--- config.mk ---
export PLATFORM = sky130hd
export DESIGN_NAME = vis_voice_id_selector
export DESIGN_NICKNAME = d
export VERILOG_FILES = /design/src/verilog/vis_pkg.sv /design/src/verilog/vis_voice_id_selector.sv /design/src/verilog/vis_sync.sv
export SDC_FILE = /design/constraint.sdc
export NUM_CORES = 1
export LEC_CHECK = 0
export ABC_AREA = 1
export BUFFER_PORTS_ARGS = -buffer_cell sky130_fd_sc_hd__buf_4
export CAP_MARGIN = 10
export CORE_MARGIN = 3
export CORE_UTILIZATION = 51
export DETAILED_ROUTE_END_ITERATION = 8
export GPL_ROUTABILITY_DRIVEN = 0
export PLACE_DENSITY = 0.83
export SYNTH_ARGS = -nofsm -noshare
export SYNTH_HDL_FRONTEND = slang
export SYNTH_SLANG_ARGS = --single-unit
--- constraint.sdc ---
create_clock -name i_clk_sys -period 1.52 [get_ports i_clk_sys]
set_clock_uncertainty 0.1 [all_clocks]
set_input_delay 0.152 -clock i_clk_sys [delete_from_list [all_inputs] [get_ports i_clk_sys]]
set_output_delay 0.152 -clock i_clk_sys [all_outputs]
set_load 0.01 [all_outputs]
--- src/verilog/vis_pkg.sv ---
// Package with constants and character and state types for the voice ID selector.
// Notes on behaviour
// - A message holding the voice marker is voice with Morse backup after it.
// - Carrier active at ID start: no playback, send the backup text in Morse.
// - Carrier inactive at ID start: trigger playback at the marker, skip backup.
// - No sensing of board presence; decision uses only marker and carrier state.
// - Characters ahead of the marker go out in Morse first.
package vis_pkg;
	localparam int unsigned CHAR_W = 8;
	localparam int unsigned ADDR_W = 6;
	localparam logic [CHAR_W-1:0] CH_COLON = 8'h3a;
	localparam logic [CHAR_W-1:0] CH_V_UP = 8'h56;
	localparam logic [CHAR_W-1:0] CH_V_LO = 8'h76;
	localparam logic [CHAR_W-1:0] CH_END = 8'h00;
	localparam int unsigned PULSE_CYC = 1;
	localparam logic [ADDR_W-1:0] ADDR_ZERO = 6'h00;
	localparam logic [ADDR_W-1:0] ADDR_ONE = 6'h01;
	localparam logic [1:0] MATCH_ZERO = 2'h0;
	localparam logic [1:0] MATCH_ONE = 2'h1;
	localparam logic [1:0] MATCH_TWO = 2'h2;

	typedef struct packed {
		logic valid;
		logic [CHAR_W-1:0] data;
	} vis_char_t;

	typedef enum logic [2:0] {
		ST_IDLE,
		ST_FETCH,
		ST_WAIT,
		ST_SEND,
		ST_VOICE,
		ST_DONE
	} vis_state_t;
endpackage

--- src/verilog/vis_voice_id_selector.sv ---
// Voice ID selector: scans the stored ID message and chooses voice or Morse backup.
module vis_voice_id_selector (
	input wire logic i_clk_sys,
	input wire logic i_rst_n,
	input wire logic i_id_start,
	input wire logic i_carrier_detect_input,
	output logic [vis_pkg::ADDR_W-1:0] o_msg_addr,
	output logic o_msg_rd,
	input wire logic [vis_pkg::CHAR_W-1:0] i_msg_data,
	output vis_pkg::vis_char_t o_morse,
	input wire logic i_morse_ready,
	output logic o_playback_button,
	input wire logic i_voice_audio,
	output logic o_tx_audio,
	output logic o_voice_mode,
	output logic o_busy,
	output logic o_done
);
	import vis_pkg::*;

	vis_state_t state, next_state;
	logic [ADDR_W-1:0] addr, next_addr;
	logic [CHAR_W-1:0] pend0, next_pend0, pend1, next_pend1;
	logic [1:0] match, next_match;
	logic [1:0] flush, next_flush;
	logic carrier_at_start, next_carrier_at_start;
	logic after_marker, next_after_marker;
	logic voice_mode, next_voice_mode;
	vis_char_t morse, next_morse;
	logic rd, next_rd;
	logic pulse, next_pulse;
	logic done, next_done;
	logic busy, next_busy;
	logic tx_audio;
	logic carrier_sync;

	vis_sync u_carrier_sync (
		.i_clk_sys(i_clk_sys),
		.i_rst_n(i_rst_n),
		.i_async(i_carrier_detect_input),
		.o_sync(carrier_sync)
	);

	// Characters that might open the marker are held back until the marker either
	// completes or fails, so a lone colon in the text is still sent.
	always_comb begin
		next_state = state;
		next_addr = addr;
		next_pend0 = pend0;
		next_pend1 = pend1;
		next_match = match;
		next_flush = flush;
		next_carrier_at_start = carrier_at_start;
		next_after_marker = after_marker;
		next_voice_mode = voice_mode;
		next_morse = morse;
		next_rd = 1'b0;
		next_pulse = 1'b0;
		next_done = 1'b0;
		if (morse.valid && i_morse_ready) begin
			next_morse.valid = 1'b0;
		end
		case (state)
			ST_IDLE: begin
				if (i_id_start) begin
					// The carrier is sampled once here and held for the whole ID.
					next_carrier_at_start = carrier_sync;
					next_addr = ADDR_ZERO;
					next_match = MATCH_ZERO;
					next_flush = MATCH_ZERO;
					next_after_marker = 1'b0;
					next_voice_mode = 1'b0;
					next_rd = 1'b1;
					next_state = ST_FETCH;
				end
			end
			ST_FETCH: begin
				next_state = ST_WAIT;
			end
			ST_WAIT: begin
				if (!next_morse.valid) begin
					if (flush != MATCH_ZERO) begin
						next_morse.valid = 1'b1;
						next_morse.data = pend0;
						next_pend0 = pend1;
						next_flush = flush - MATCH_ONE;
					end else if (i_msg_data == CH_END && match == MATCH_ZERO) begin
						// A prefix still held at the end of the text is flushed by the branch below first.
						next_state = ST_DONE;
					end else if (after_marker) begin
						next_morse.valid = 1'b1;
						next_morse.data = i_msg_data;
						next_state = ST_SEND;
					end else if (i_msg_data == CH_COLON && match != MATCH_ONE) begin
						if (match == MATCH_TWO) begin
							next_voice_mode = 1'b1;
							next_after_marker = 1'b1;
							next_match = MATCH_ZERO;
							if (carrier_at_start) begin
								next_state = ST_SEND;
							end else begin
								next_pulse = 1'b1;
								next_state = ST_VOICE;
							end
						end else begin
							next_pend0 = i_msg_data;
							next_match = MATCH_ONE;
							next_state = ST_SEND;
						end
					end else if (match == MATCH_ONE && (i_msg_data == CH_V_UP || i_msg_data == CH_V_LO)) begin
						next_pend1 = i_msg_data;
						next_match = MATCH_TWO;
						next_state = ST_SEND;
					end else if (match != MATCH_ZERO) begin
						next_flush = match;
						next_match = MATCH_ZERO;
					end else begin
						next_morse.valid = 1'b1;
						next_morse.data = i_msg_data;
						next_state = ST_SEND;
					end
				end
			end
			ST_SEND: begin
				// A message that fills every address stops at the last one, so a prefix held there is lost.
				next_addr = addr + ADDR_ONE;
				next_rd = 1'b1;
				next_state = (addr == {ADDR_W{1'b1}}) ? ST_DONE : ST_FETCH;
			end
			ST_VOICE: begin
				// The backup text is skipped; nothing checks that a board answered.
				next_state = ST_DONE;
			end
			ST_DONE: begin
				if (!next_morse.valid) begin
					next_done = 1'b1;
					next_state = ST_IDLE;
				end
			end
			default: begin
				next_state = ST_IDLE;
			end
		endcase
		// Busy is registered from the next state so the output needs no decode after the flip-flop.
		next_busy = (next_state != ST_IDLE);
	end

	always_ff @(posedge i_clk_sys or negedge i_rst_n) begin
		if (!i_rst_n) begin
			state <= ST_IDLE;
			addr <= ADDR_ZERO;
			pend0 <= CH_END;
			pend1 <= CH_END;
			match <= MATCH_ZERO;
			flush <= MATCH_ZERO;
			carrier_at_start <= 1'b0;
			after_marker <= 1'b0;
			voice_mode <= 1'b0;
			morse <= '0;
			rd <= 1'b0;
			pulse <= 1'b0;
			done <= 1'b0;
			busy <= 1'b0;
			tx_audio <= 1'b0;
		end else begin
			state <= next_state;
			addr <= next_addr;
			pend0 <= next_pend0;
			pend1 <= next_pend1;
			match <= next_match;
			flush <= next_flush;
			carrier_at_start <= next_carrier_at_start;
			after_marker <= next_after_marker;
			voice_mode <= next_voice_mode;
			morse <= next_morse;
			rd <= next_rd;
			pulse <= next_pulse;
			done <= next_done;
			busy <= next_busy;
			tx_audio <= i_voice_audio;
		end
	end

	assign o_msg_addr = addr;
	assign o_msg_rd = rd;
	assign o_morse = morse;
	assign o_playback_button = pulse;
	assign o_tx_audio = tx_audio;
	assign o_voice_mode = voice_mode;
	assign o_busy = busy;
	assign o_done = done;

	// The pulse, the state register and the voice flags all change on one edge, so the
	// voice checks look at them in the same cycle rather than one apart.
	a_pulse_single: assert property (@(posedge i_clk_sys) disable iff (!i_rst_n)
		pulse |=> !pulse) else $error("playback pulse longer than one cycle");
	a_no_voice_busy: assert property (@(posedge i_clk_sys) disable iff (!i_rst_n)
		pulse |-> !carrier_at_start) else $error("playback with carrier active");
	a_carrier_once: assert property (@(posedge i_clk_sys) disable iff (!i_rst_n)
		(state != ST_IDLE) |=> $stable(carrier_at_start)) else $error("carrier resampled during ID");
	a_backup_send: assert property (@(posedge i_clk_sys) disable iff (!i_rst_n)
		(state == ST_WAIT && after_marker && carrier_at_start && !morse.valid && i_msg_data != CH_END)
		|=> (morse.valid && morse.data == $past(i_msg_data))) else $error("backup character not sent");
	a_voice_marks: assert property (@(posedge i_clk_sys) disable iff (!i_rst_n)
		pulse |-> voice_mode && after_marker) else $error("pulse without marker");
	a_voice_skip: assert property (@(posedge i_clk_sys) disable iff (!i_rst_n)
		pulse |-> (state == ST_VOICE && !morse.valid) ##1 (state == ST_DONE && !morse.valid)
		##1 (done && state == ST_IDLE)) else $error("backup not skipped");
	a_audio_route: assert property (@(posedge i_clk_sys) disable iff (!i_rst_n)
		o_tx_audio == $past(i_voice_audio)) else $error("audio not routed");
	a_pre_first: assert property (@(posedge i_clk_sys) disable iff (!i_rst_n)
		pulse |-> (flush == MATCH_ZERO && !morse.valid)) else $error("pending text left before voice");
	a_start_latch: assert property (@(posedge i_clk_sys) disable iff (!i_rst_n)
		(state == ST_IDLE && i_id_start) |=> carrier_at_start == $past(carrier_sync))
		else $error("carrier not sampled at start");
	a_no_sense: assert property (@(posedge i_clk_sys) disable iff (!i_rst_n)
		(state == ST_VOICE) |=> (state == ST_DONE)) else $error("voice waits on board");
	// Covers mark the voice, backup, plain, flushed-prefix and ignored-restart runs.
	c_voice: cover property (@(posedge i_clk_sys) pulse);
	c_backup: cover property (@(posedge i_clk_sys) morse.valid && after_marker);
	c_plain: cover property (@(posedge i_clk_sys) done && !voice_mode);
	c_flush: cover property (@(posedge i_clk_sys) flush != MATCH_ZERO);
	c_busy_start: cover property (@(posedge i_clk_sys) state != ST_IDLE && i_id_start);
endmodule

--- src/verilog/vis_sync.sv ---
// Two-flop synchroniser for a level from outside the clock domain.
module vis_sync (
	input wire logic i_clk_sys,
	input wire logic i_rst_n,
	input wire logic i_async,
	output logic o_sync
);
	logic stage1;

	always_ff @(posedge i_clk_sys or negedge i_rst_n) begin
		if (!i_rst_n) begin
			stage1 <= 1'b0;
			o_sync <= 1'b0;
		end else begin
			stage1 <= i_async;
			o_sync <= stage1;
		end
	end
endmodule

Word level (Yosys, flattened, before mapping)

Index checks and enable logic that the tools add are counted.

Flip-flop bits (word level): 48
Bits of input ports: 14
Output and inout port bits: 21
Logic and storage cells: 153

Add/subtract/negate cells: 2
Eq/ne operators: 31
Mux-type cells: 74
Bitwise operators: 5
Reduce and logical (&&, ||, !) cells: 23

Operators with widths:

| operator                                                        | count |
|---|---|
| 9-bit two-way mux                                               | 8 |
| 8-bit two-way mux                                               | 5 |
| 3-bit two-way mux                                               | 12 |
| 2-bit two-way mux                                               | 15 |
| 1-bit two-way mux                                               | 26 |
| 3-bit inequality test, second input constant                    | 8 |
| 2-bit inequality test, second input constant                    | 9 |
| 3-bit case mux with 6 select lines                              | 1 |
| 8-bit by 7-bit == test with 1-bit output, second input constant | 2 |
| 8-bit AND reduction                                             | 2 |
| 7-bit AND reduction                                             | 2 |
| 6-bit case mux with 2 select lines                              | 1 |
| 6-bit AND reduction                                             | 2 |
| 2-bit nonzero test                                              | 5 |
| 8-bit by 6-bit == test with 1-bit output, second input constant | 1 |
| 8-bit logical NOT                                               | 1 |
| 2-bit case mux with 2 select lines                              | 2 |
| 6-bit by 1-bit adder with 6-bit output, second input constant   | 1 |
| 3-bit by 2-bit == test with 1-bit output, second input constant | 2 |
| 3-bit == test, second input constant                            | 2 |
| 6-bit == test, second input constant                            | 1 |
| 6-bit two-way mux                                               | 1 |
| 1-bit case mux with 2 select lines                              | 3 |
| 1-bit NOT                                                       | 5 |
| 13 further kinds                                                | 18 |

Longest topological paths before layout

Word-level depth: 11
Mapped depth: 11
Mapped depth without buffers: 11

Hierarchy

From an unflattened synthesis, not the netlist that was laid out.

Cell total of the unflattened synthesis: 320
Area total of the unflattened synthesis: 2608.8 µm²

Modules (own cells, without submodules):

| module                | times used | cells each | area each (µm²) |
|---|---|---|---|
| vis_voice_id_selector | 1          | 318        | 2558.7 |
| vis_sync              | 1          | 2          | 50.0 |

Worst setup path before layout

No wires, ideal clock.

Kind: reg2reg
Start: register match[0]
End: register pend0[2]
Library setup time: 74 ps
Arrival time: 1400 ps
Setup slack: -54 ps
Stages on the path, launching flop included: 11
Buffers on the path: 1
Path through: dfrtp_1 > inv_2 > nor2_2 > nor2_2 > nand3_4 > clkinv_4 > nand3_4 > a21oi_4 > buf_8 > nand2_2 > o21ai_2

Cells in the longest elaborated chain, start to end: 4

RTL lines:

| what                                                                                  | line                                                     | text |
|---|---|---|
| from (decl)                                                                           | vis_voice_id_selector.sv:24                              | `logic [1:0] match, next_match;` |
| from (signal assigned)                                                                | vis_voice_id_selector.sv:170                             | `match <= next_match;` |
| 2-bit by 1-bit inequality test with 1-bit output or 2-bit logical NOT (tied branches) | vis_voice_id_selector.sv:94, vis_voice_id_selector.sv:87 |  |
| 1-bit logical AND (on tied branches)                                                  | vis_voice_id_selector.sv:94, vis_voice_id_selector.sv:87 |  |
| 2-bit nonzero test (no line) or 2-bit inequality test (tied branches)                 | -                                                        |  |
| 6-bit AND reduction (no line) (*)                                                     | -                                                        |  |
| to (signal assigned)                                                                  | vis_voice_id_selector.sv:168                             | `pend0 <= next_pend0;` |
| to (decl)                                                                             | vis_voice_id_selector.sv:23                              | `logic [CHAR_W-1:0] pend0, next_pend0, pend1, next_pend1;` |

Mark *: on every way between the ends. The rest lies on a longest branch, timed or not.
A chain may end at the register's enable or synchronous reset.

Worst setup path after layout

Start: register match[0]
End: register pend0[0]

The elaborated chain is that of the path after synthesis.

==> flow_metrics.tcl <==
set metrics [dict create \
    status "finished with violations" \
    violations "DRC, setup timing" \
    endpoint_kind "flop" \
    place_ws_ns -0.1290 \
    worstPathArrival_ns 1.79 \
    drc 1 \
    final_cell_area_um2 3476 \
    avgSynthCellArea_um2 8.159 \
    clockPowerShare_pct 17.3 \
    seqPwrFrac_pct 38.1 \
    hold_viol_final 0 \
    required_ns 1.61 \
    grt_antenna_before_repair 0 \
    num_vias 2363 \
    p_leak_nw 1.757 \
    syn_area_um2 2521 \
    start_util_pct 55.24 \
    clk_path_buf_depth 2 \
    switching_share_pct 38.20 \
    dp_hpwl_um 4442 \
    synth-edff-count 0 \
    async_reset_ff_share_pct 100.0 \
    first_pass_iters 7 \
    total_power_w 0.004471 \
    drt_iter0_drc 130 \
    ys_top_cells_by_area "dfrtp_1, nand2_1, inv_1, o21ai_0, nor2_1" \
    critPathMaxFanout 8 \
    grt_pass1_vias 2344 \
    cts_tree "yes" \
    final_util_pct 76.15 \
    core-area_um2 4564 \
    yosys.area.top_type "dfrtp_1" \
    rsz0062_at_grt "yes" \
    syn_inst 309 \
    yosysMostFrequentCell "nand2_1" \
    antenna_cells 0 \
    drive_gt1_share_pct 41.62 \
    internal_power_w 0.002763 \
    timing.critical_path.cells "buf_6, nor2_4, nand3_2, nor2_4, nor2_4, nand3_4, a21oi_4, buf_12, nand2_2, o21ai_2" \
    maxCapViolCount 0 \
    vias_per_cell 5.148 \
    clock_latency_ns 0.30 \
    cp_common_cell "nor2_4" \
    yosys_warnings 0 \
    dieArea_um2 5823 \
    path_delay_family "simple AND/OR/NAND/NOR gates" \
    wire_per_inst_um 14.31 \
    clock_sinks 48 \
    synth_ff_type "dfrtp_1" \
    fmax_mhz 587.7 \
    maxSlewHeadroom_pct 60.26 \
    nFillCells 327 \
    synth_top_area_share_pct 47.64 \
    cts.htree.levels 2 \
    p_per_area_nw_per_um2 1286 \
    io_buffers 34 \
    grt_max_degree 49 \
    area_growth_pct 37.87 \
    fin_ws_ns -0.1814 \
    comb_power_share_pct 44.6 \
    grt_first_pass_wirelength_um 10540 \
    min_path_type "input pin to flop" \
    timing.hold.ws_ns 0.02656 \
    setup_viol 30 \
    critPathMaxStageDelay_ns 0.42 \
    row_count 24 \
    synth.distinct_cells 34 \
    path_clk_slew_ns 0.08 \
    ioPinCount 35 \
    track_usage_pct 22.64 \
    crit_path_top_delay_cell "dfrtp_1" \
    ys_seq_elements 48 \
    critPathKind "flop to flop" \
    chipWidth_um 76.31 \
    ant_nets 0 \
    cts_buffers 5 \
    synth_nets 324 \
    p_switching_w 0.001708 \
    synth_common_cells "nand2_1, dfrtp_1, inv_1" \
    die_h_um 76.31 \
    worst_pin_slew_ns 0.5961 \
    place_area_um2 3084 \
    ir_worst_vdd_mv 0.8711 \
    yosysSeqAreaShare_pct 47.64 \
    startpoint_type "flop" \
    grt_overflow 0 \
    cp_num_buf_inv 2 \
    fin_nets 408 \
    root_buffer "clkbuf_8" \
    wl_um 6569 \
    finalCriticalPeriod_ns 1.701 \
    finalMaxSlewViolations 0 \
    fin_crit_sh_pct 111.9 \
]
==> power by group through the flow <==
stage	Combinational [W]	Sequential, W	Clock [W]
final	0.00199	0.00170	0.000775
after floorplan	0.000930	0.00182	0
after global routing	0.00221	0.00174	0.000863
after CTS	0.00187	0.00170	0.000790
after global placement	0.00177	0.00172	0
after detailed placement	0.00184	0.00172	0
==> stage by stage <==
stage               cells  TNS [ns]
global route          459    -6.766
floorplan             309   -0.4494
detailed placement    437    -1.902
global placement      437    -1.367
finish                459    -3.875
CTS                   451    -1.417
==> worst paths after layout <==
check	cells after the start	to	from	slack [ns]
max in group asynchronous	2	match[1]	i_rst_n	0.58
setup / recovery	10	pend0[0]	match[0]	-0.18
hold / removal	3	pend1[5]	i_msg_data[5]	0.03
hold reg to reg	0	u_carrier_sync.o_sync	u_carrier_sync.stage1	0.25
setup reg to reg	10	pend0[0]	match[0]	-0.18
min in group asynchronous	2	pend0[3]	i_rst_n	0.29
==> metal layers <==
metal / vias up / wire, um / GRT usage (%)
met2: 93 / 3320 / 38.14
met5: - / 0 / 0
met1: 1081 / 2523 / 27.11
met4: 0 / 299 / 9.964
met3: 30 / 426 / 6.147
li1: 1159 / - / -
==> placed cells by master, fill, tap and decap left out, types with 8 or more instances in the layout <==
cell type / Yosys / routed
buf_4: 2 / 72
inv_1: 44 / 41
o21ai_0: 24 / 19
nand3_1: 15 / 10
nand2_1: 85 / 68
nor2_1: 21 / 14
dfrtp_1: 48 / 47
nor2_2: 4 / 10
o22ai_1: 8 / 8
nand2_2: 3 / 20
o21ai_2: 8 / 9
==> timing repair <==
action / CTS / global route
pin swaps: 4 / 16
resized for setup: 10 / 47
buffers inserted: 3 / 7
gates cloned: 0 / 1
setup endpoints to repair: 28 / 36
hold buffers: 3 / 0
hold endpoints to repair: 50 / 0
==> worst reg2reg max path, cell delays in order (launching register included) <==
cell,delay [ns]
dfrtp_1,0.42
buf_6,0.13
nor2_4,0.14
nand3_2,0.11
nor2_4,0.22
nor2_4,0.07
nand3_4,0.07
a21oi_4,0.07
buf_12,0.14
nand2_2,0.06
o21ai_2,0.05
==> kinds of logic after synthesis <==
kind of cell	share of synthesized area, %
and+or+nand+nor	27.79
AOI/OAI and AO/OA	14.34
buffers and inverters	9.280
DFF	47.64
muxes	0.4466
adders and majority gates	0.4962
==> cell type report <==
| cell class | count | area [um2] | area share, % |
|---|---|---|---|
| clock inverters | 2 | 10.01 | 0.2880 |
| inverters | 48 | 187.7 | 5.400 |
| well taps | 65 | 81.33 | 2.340 |
| multi-input cells | 207 | 1229 | 35.35 |
| repair buffers | 83 | 683.2 | 19.65 |
| clock buffers | 6 | 82.58 | 2.376 |
| flip-flops and latches | 48 | 1202 | 34.59 |
==> registers in the layout, indices dropped and copies added, names as in the netlist, 2 cells and up <==
name        flops
flush           2
match           2
o_morse         9
o_msg_addr      6
pend0           8
pend1           8
state           3
Note: power is estimated with default switching activity, not from simulation.
